==> src/core/dual_dac_pkg.sv <==
/*
 package for the two-channel converter control block: special function register
 addresses, reset values, control bit positions and the struct that carries the
 per-channel analog controls.
 assumes an 8-bit special function register bus from the processor core.
*/
package dual_dac_pkg;
   localparam int CODE_W = 12;
   localparam int BYTE_W = 8;
   localparam int ADDR_W = 8;

   // register addresses
   localparam logic [ADDR_W-1:0] CHAN0_CODE_LOW_ADDR = 8'hF9;
   localparam logic [ADDR_W-1:0] CHAN0_CODE_HIGH_ADDR = 8'hFA;
   localparam logic [ADDR_W-1:0] CHAN1_CODE_LOW_ADDR = 8'hFB;
   localparam logic [ADDR_W-1:0] CHAN1_CODE_HIGH_ADDR = 8'hFC;
   localparam logic [ADDR_W-1:0] CONVERTER_CONTROL_ADDR = 8'hFD;

   // values after reset
   localparam logic [BYTE_W-1:0] CONVERTER_CONTROL_RESET = 8'h04;
   localparam logic [BYTE_W-1:0] CODE_BYTE_RESET = 8'h00;

   // converter_control bit positions
   localparam int MODE_8BIT_BIT = 7;
   localparam int CHAN1_RANGE_BIT = 6;
   localparam int CHAN0_RANGE_BIT = 5;
   localparam int CHAN1_ZERO_N_BIT = 4;
   localparam int CHAN0_ZERO_N_BIT = 3;
   localparam int ASYNC_UPDATE_BIT = 2;
   localparam int CHAN1_POWER_BIT = 1;
   localparam int CHAN0_POWER_BIT = 0;

   // controls of one channel toward its analog core
   typedef struct packed {
      logic [CODE_W-1:0] code;
      logic range_supply;
      logic zero_force_n;
      logic power_on;
   } chan_ctrl_s;
endpackage

==> src/core/dual_dac_register_control.sv <==
/*
 register side of two 12-bit voltage-output converters: control register, code
 byte pairs, update timing and the controls driven to the analog cores.
 assumes the processor core presents one-cycle write strobes and a read address
 on the core clock; read data is registered and valid the cycle after the read.
*/
// Overview of operation
// two independent channels, each a 12-bit code in a high and low byte
// in 12-bit mode the output code refreshes on the low-byte write
// software writes high byte before low byte of a channel
// control bit 7 picks 8-bit mode (low byte only) or 12-bit mode
// control bit 6 selects channel 1 supply range (1) or reference range (0)
// control bit 5 selects channel 0 supply range (1) or reference range (0)
// control bit 4 low forces channel 1 output to zero volts
// control bit 3 low forces channel 0 output to zero volts
// control bit 2 high: a channel updates when its low byte is written
// control bit 2 low: writes held; both channels update when bit set
// control bit 1 powers channel 1 up (1) or down (0)
// control bit 0 powers channel 0 up (1) or down (0)
// software right-justifies the code: low eight bits low, top four high
// channel outputs share pins with analog inputs four and five
// software keeps the analog-to-digital converter on for reference range
// after power-on both channels are off with outputs in high impedance
// registers read back as written; high byte upper nibble is ignored
// in 8-bit mode the low byte drives the top eight code bits
module dual_dac_register_control
   import dual_dac_pkg::*;
(
   // clock and reset
   input wire logic clk,
   input wire logic rst,
   // special function register bus
   input wire logic [ADDR_W-1:0] sfr_addr,
   input wire logic sfr_wr,
   input wire logic [BYTE_W-1:0] sfr_wdata,
   input wire logic sfr_rd,
   output logic [BYTE_W-1:0] sfr_rdata_q,
   output logic sfr_hit_q,
   // analog core controls
   output chan_ctrl_s chan0_ctrl_q,
   output chan_ctrl_s chan1_ctrl_q,
   // pin sharing toward the analog input multiplexer
   output logic analog_input_four_taken_q,
   output logic analog_input_five_taken_q
);

   logic [BYTE_W-1:0] converter_control_q;
   logic [BYTE_W-1:0] chan0_code_low_q;
   logic [BYTE_W-1:0] chan0_code_high_q;
   logic [BYTE_W-1:0] chan1_code_low_q;
   logic [BYTE_W-1:0] chan1_code_high_q;
   logic wr_ctrl;
   logic wr_c0_low;
   logic wr_c0_high;
   logic wr_c1_low;
   logic wr_c1_high;
   logic mode_8bit;
   logic async_update;
   logic sync_rise;
   logic load0;
   logic load1;
   logic [BYTE_W-1:0] ctrl_d;

   // active code from one byte pair at the selected resolution
   function automatic logic [CODE_W-1:0] form_code(input logic [BYTE_W-1:0] low,
                                                   input logic [BYTE_W-1:0] high,
                                                   input logic eight_bit);
      if (eight_bit) begin
         form_code = {low, 4'h0};
      end else begin
         form_code = {high[3:0], low};
      end
   endfunction

   assign wr_ctrl = sfr_wr && (sfr_addr == CONVERTER_CONTROL_ADDR);
   assign wr_c0_low = sfr_wr && (sfr_addr == CHAN0_CODE_LOW_ADDR);
   assign wr_c0_high = sfr_wr && (sfr_addr == CHAN0_CODE_HIGH_ADDR);
   assign wr_c1_low = sfr_wr && (sfr_addr == CHAN1_CODE_LOW_ADDR);
   assign wr_c1_high = sfr_wr && (sfr_addr == CHAN1_CODE_HIGH_ADDR);

   // the control value in force this cycle, including a write landing now
   assign ctrl_d = wr_ctrl ? sfr_wdata : converter_control_q;
   assign mode_8bit = ctrl_d[MODE_8BIT_BIT];
   assign async_update = converter_control_q[ASYNC_UPDATE_BIT];

   // a 0 -> 1 write of the update bit releases both held codes at once
   assign sync_rise = wr_ctrl && sfr_wdata[ASYNC_UPDATE_BIT]
                      && !converter_control_q[ASYNC_UPDATE_BIT];
   assign load0 = (async_update && wr_c0_low) || sync_rise;
   assign load1 = (async_update && wr_c1_low) || sync_rise;

   // control register
   always_ff @(posedge clk or posedge rst) begin
      if (rst) begin
         converter_control_q <= CONVERTER_CONTROL_RESET;
      end else if (wr_ctrl) begin
         converter_control_q <= sfr_wdata;
      end
   end

   // code byte registers hold whatever software writes; read back unchanged
   always_ff @(posedge clk or posedge rst) begin
      if (rst) begin
         chan0_code_low_q <= CODE_BYTE_RESET;
         chan0_code_high_q <= CODE_BYTE_RESET;
         chan1_code_low_q <= CODE_BYTE_RESET;
         chan1_code_high_q <= CODE_BYTE_RESET;
      end else begin
         if (wr_c0_low) begin
            chan0_code_low_q <= sfr_wdata;
         end
         if (wr_c0_high) begin
            chan0_code_high_q <= sfr_wdata;
         end
         if (wr_c1_low) begin
            chan1_code_low_q <= sfr_wdata;
         end
         if (wr_c1_high) begin
            chan1_code_high_q <= sfr_wdata;
         end
      end
   end

   // applied codes: the low byte written this cycle is used directly so the
   // output moves one cycle after the write, not two
   always_ff @(posedge clk or posedge rst) begin
      if (rst) begin
         chan0_ctrl_q.code <= '0;
         chan1_ctrl_q.code <= '0;
      end else begin
         if (load0) begin
            chan0_ctrl_q.code <= form_code(wr_c0_low ? sfr_wdata : chan0_code_low_q,
                                           chan0_code_high_q, mode_8bit);
         end
         if (load1) begin
            chan1_ctrl_q.code <= form_code(wr_c1_low ? sfr_wdata : chan1_code_low_q,
                                           chan1_code_high_q, mode_8bit);
         end
      end
   end

   // range, clear and power load from the control value in force, on the same edge as the control register;
   // power off after reset leaves the analog outputs in high impedance
   always_ff @(posedge clk or posedge rst) begin
      if (rst) begin
         chan0_ctrl_q.range_supply <= 1'b0;
         chan1_ctrl_q.range_supply <= 1'b0;
         chan0_ctrl_q.zero_force_n <= 1'b0;
         chan1_ctrl_q.zero_force_n <= 1'b0;
         chan0_ctrl_q.power_on <= 1'b0;
         chan1_ctrl_q.power_on <= 1'b0;
         analog_input_four_taken_q <= 1'b0;
         analog_input_five_taken_q <= 1'b0;
      end else begin
         chan1_ctrl_q.range_supply <= ctrl_d[CHAN1_RANGE_BIT];
         chan0_ctrl_q.range_supply <= ctrl_d[CHAN0_RANGE_BIT];
         chan1_ctrl_q.zero_force_n <= ctrl_d[CHAN1_ZERO_N_BIT];
         chan0_ctrl_q.zero_force_n <= ctrl_d[CHAN0_ZERO_N_BIT];
         chan1_ctrl_q.power_on <= ctrl_d[CHAN1_POWER_BIT];
         chan0_ctrl_q.power_on <= ctrl_d[CHAN0_POWER_BIT];
         analog_input_four_taken_q <= ctrl_d[CHAN0_POWER_BIT];
         analog_input_five_taken_q <= ctrl_d[CHAN1_POWER_BIT];
      end
   end

   // read port; other addresses belong to other peripherals, so no hit
   always_ff @(posedge clk or posedge rst) begin
      if (rst) begin
         sfr_rdata_q <= 8'h00;
         sfr_hit_q <= 1'b0;
      end else begin
         sfr_hit_q <= 1'b0;
         sfr_rdata_q <= 8'h00;
         if (sfr_rd) begin
            sfr_hit_q <= 1'b1;
            unique case (sfr_addr)
               CONVERTER_CONTROL_ADDR: sfr_rdata_q <= converter_control_q;
               CHAN0_CODE_LOW_ADDR: sfr_rdata_q <= chan0_code_low_q;
               CHAN0_CODE_HIGH_ADDR: sfr_rdata_q <= chan0_code_high_q;
               CHAN1_CODE_LOW_ADDR: sfr_rdata_q <= chan1_code_low_q;
               CHAN1_CODE_HIGH_ADDR: sfr_rdata_q <= chan1_code_high_q;
               default: sfr_hit_q <= 1'b0;
            endcase
         end
      end
   end

endmodule // dual_dac_register_control

==> config.mk <==
export PLATFORM = sky130hd
export DESIGN_NAME = dual_dac_register_control
export DESIGN_NICKNAME = d
export VERILOG_FILES = /design/src/core/dual_dac_pkg.sv /design/src/core/dual_dac_register_control.sv
export SDC_FILE = /design/constraint.sdc
export NUM_CORES = 1
export LEC_CHECK = 0
export BUFFER_PORTS_ARGS = -buffer_cell sky130_fd_sc_hd__buf_2
export CORE_UTILIZATION = 56
export CTS_CLUSTER_SIZE = 24
export DETAILED_ROUTE_END_ITERATION = 10
export HOLD_SLACK_MARGIN = 0.15
export PLACE_DENSITY = 0.78
export RECOVER_POWER = 25
export SETUP_SLACK_MARGIN = 0.15
export SLEW_MARGIN = 30
export SYNTH_ARGS = -nofsm -noshare
export SYNTH_HDL_FRONTEND = slang
export SYNTH_SLANG_ARGS = --single-unit
==> constraint.sdc <==
create_clock -name clk -period 2.64 [get_ports clk]
set_clock_uncertainty 0.1 [all_clocks]
set_input_delay 0.528 -clock clk [delete_from_list [all_inputs] [get_ports clk]]
set_output_delay 0.528 -clock clk [all_outputs]
set_load 0.05 [all_outputs]
==> run_results.csv <==
group,metric,value,unit
outcome,status,"completed",
setup_path,startpoint,"sfr_addr[1]",
die,ioPinCount,61,
placement,io_buffers,60,
synth,yosysWarnings,0,
drt,drt-initial-drc-count,250,
cells_and_area,final_common_cell,"dfrtp_1",
setup_path,worst-path-buf-inv,1,
drt,drc_errors,0,
setup_path,path_cells,"buf_2 -> nand3b_1 -> o31a_1 -> a2111oi_0 -> o31ai_1",
cells_and_area,area_growth,14.65,%
placement,hpwl,6.849,mm
die,dieArea,7009,um2
placement,placed_cell_area,4061,um2
cells_and_area,fillers,514,
power_and_ir_drop,pwr_density_cell,577.7,nW/um2
drt,antenna_left,0,
die,dieWidth,83.72,um
drt,routed_via_density,6.534,
cells_and_area,post-route-util,0.6714,
clock_network,cts_buffer_depth,2,
cells_and_area,drive_above_1_share,0.3476,
cells_and_area,diodes,0,
clock_network,cts_buffers,9,
synth,synthArstFlopShare,1.000,
timing,fin_crit_sh,0.7930,
setup_path,cp_top_family,"compound AO/OA/AOI/OAI gates",
power_and_ir_drop,power_frac_comb,0.122,
flow_run,cap_viol_max_count,0,
cells_and_area,register_area,1828,um2
timing,rsz0062_at_grt,"no",
setup_path,reg2regPathDepth,4,
timing,fin_setup_tns,0,ps
synth,ys_ff_latch,73,
setup_path,crit_path_start_kind,"primary input",
setup_path,path_class,"in -> reg",
die,start_util,0.5856,
global_routing,grt_pass1_vias,3020,
setup_path,required,2760,ps
clock_network,tritoncts,"built",
power_and_ir_drop,p_total,2.477,mW
synth,synth_edf_count,0,
synth,syn_area_per_cell,11.06,um2
timing,worst_slack,546.5,ps
setup_path,r2r_start,"converter_control_q[7]",
setup_path,crit_cells,5,
placement,dp_worst_setup_slack,231.0,ps
global_routing,antenna_found_initial,0,
synth,syn-num-nets,358,
clock_network,path_clk_slew,80,ps
setup_path,rrSetupSlack,850,ps
timing,finalSetupViolCount,0,
setup_path,cpPeakStageDelay,430,ps
cells_and_area,layout.nets,412,
clock_network,post_cts_buffers,0,
drt,vias,3097,
cells_and_area,multi_input_area,1619,um2
power_and_ir_drop,switching_share,0.2606,
timing,slew_viol_final,0,
timing,slew_headroom,0.2955,
setup_path,crit_slowest_cell,"nand3b_1",
drt,finalWirelength,9.511,mm
timing,worst_pin_slew,1056,ps
global_routing,track_usage,0.2857,
cells_and_area,mostFrequentLayoutCells,"dfrtp_1 (72), buf_2 (60), o21ai_0 (29), o31ai_1 (24), mux2_2 (23)",
global_routing,grt_max_degree,30,
setup_path,r2r-end,"chan0_ctrl_q[11]",
global_routing,grt_pass1_wl,15.35,mm
timing,hold_viol_final,0,
power_and_ir_drop,ir_worst_vdd,0.3650,mV
die,core_area,6386,um2
synth,synthDistinctLibCells,44,
placement,globalplace.congestion,0.9105,
setup_path,cp_data_arrival_time,2210,ps
power_and_ir_drop,pwr-share-seq,0.478,
setup_path,crit_fanout,23,
timing,period_needed,2094,ps
synth,synthCells,338,
clock_network,insertion_delay,340,ps
setup_path,end_kind,"flop",
timing,fmax,0.4777,GHz
drt,wl_per_cell,20.07,um
power_and_ir_drop,switchingPower,645.4,uW
worst_hold_path,min_path_type,"in -> async",
synth,synth.yosys.seq_area_share,0.4888,
die,fp.dieH,83.72,um
setup_path,crit_end,"chan1_ctrl_q[7]",
power_and_ir_drop,clockPowerShare,0.400,
die,rows,29,
clock_network,root_buffer,"clkbuf_8",
cells_and_area,final_area,4288,um2
clock_network,clock_sinks,73,
clock_network,htreeDepth,3,
drt,dr.pass1.iters,5,
global_routing,grt_overflow,0,
power_and_ir_drop,leakagePower,2.083,nW
power_and_ir_drop,p_int,1.832,mW
clock_network,cts_resized,0,
synth,ys.flop_type,"dfrtp_1",
synth,netlist_area,3740,um2
clock_network,holdBufCountCts,0,
## cells in the mapped netlist, types with 2 or more instances
master     instances  area (um2)
o31a_1             9       78.83
buf_4             12       90.09
inv_1             18       67.56
a221oi_1          16       140.1
a31oi_1            8       50.05
o21ai_0           29       145.1
nor3_4             2       32.53
a22oi_1           16       120.1
nand4_1            2       12.51
a2111oi_4          2       55.05
or2_1              2       12.51
or2_2              2       12.51
nand2_2            2       12.51
buf_6              3       33.78
a2111oi_0          4       35.03
a21o_1             8       60.06
and4_1             2       17.52
nor3_1            10       50.05
dfrtp_1           72        1802
nand2_1            9       33.78
buf_2             10       50.05
and2_1             2       12.51
a21oi_1           17       85.08
clkbuf_1           8       30.03
and3b_1            3       26.28
a22oi_2            2       25.02
buf_1              3       11.26
o31ai_1           24       180.2
nor2_1             2       7.510
mux2_2            23       259.0
o21ai_1            3       15.01
## per-stage QoR
stage / instances / hold WS (ps)
2_1_floorplan: 338 / 381.1
3_3_place_gp: 458 / 371.7
3_5_place_dp: 458 / 380.7
4_1_cts: 474 / 156.9
5_1_grt: 474 / 432.5
6_report: 474 / 338.0
## kinds of logic (layout without fill, tap and decap cells)
group | count (synthesis) | after routing | synth area share
compound gates | 141 | 141 | 0.2770
buf+inv | 55 | 114 | 0.07962
flops | 73 | 73 | 0.4888
mux | 23 | 23 | 0.06925
simple gates | 46 | 46 | 0.08532
## worst min path at each step
stage                                     from              endpoint  slack (ps)
after floorplan           chan1_code_high_q[7]  chan1_code_high_q[7]         380
after global placement         chan0_ctrl_q[7]       chan0_ctrl_q[7]         370
after detailed placement      chan0_ctrl_q[13]      chan0_ctrl_q[13]         380
after CTS                                  rst   chan0_code_low_q[4]         160
after global routing          chan1_ctrl_q[13]      chan1_ctrl_q[13]         430
final                                      rst      chan0_ctrl_q[10]         340
## flip-flops by register name (all words and copies together) (netlist names)
name and flops:
chan0_ctrl_q 12, chan1_ctrl_q 12, chan0_code_high_q 8, chan0_code_low_q 8
chan1_code_high_q 8, chan1_code_low_q 8, converter_control_q 8, sfr_rdata_q 8
sfr_hit_q 1
## power by group through the flow
stage	registers [mW]	logic [mW]	clock network (mW)
finish	1.18	0.302	0.991
global placement	1.20	0.294	0
detailed placement	1.21	0.299	0
CTS	1.18	0.300	1.00
global route	1.19	0.325	1.04
floorplan	1.23	0.185	0
## per-layer routing
metal,global-route usage,wire (um),vias up
met1,0.3964,4096,1500
met2,0.4257,4377,163
met3,0.04847,624,37
met5,0,0,-
li1,-,-,1397
met4,0.1633,413,0
## cell type report
class                      instances  area share
clock buffer                      11     0.03531
clock inverter                     5     0.01809
inverter                          18     0.01576
multi-input combinational        210      0.3776
sequential                        73      0.4263
tap                               77     0.02247
timing repair buffer              80      0.1045
Power figures use the tool's default switching activity.
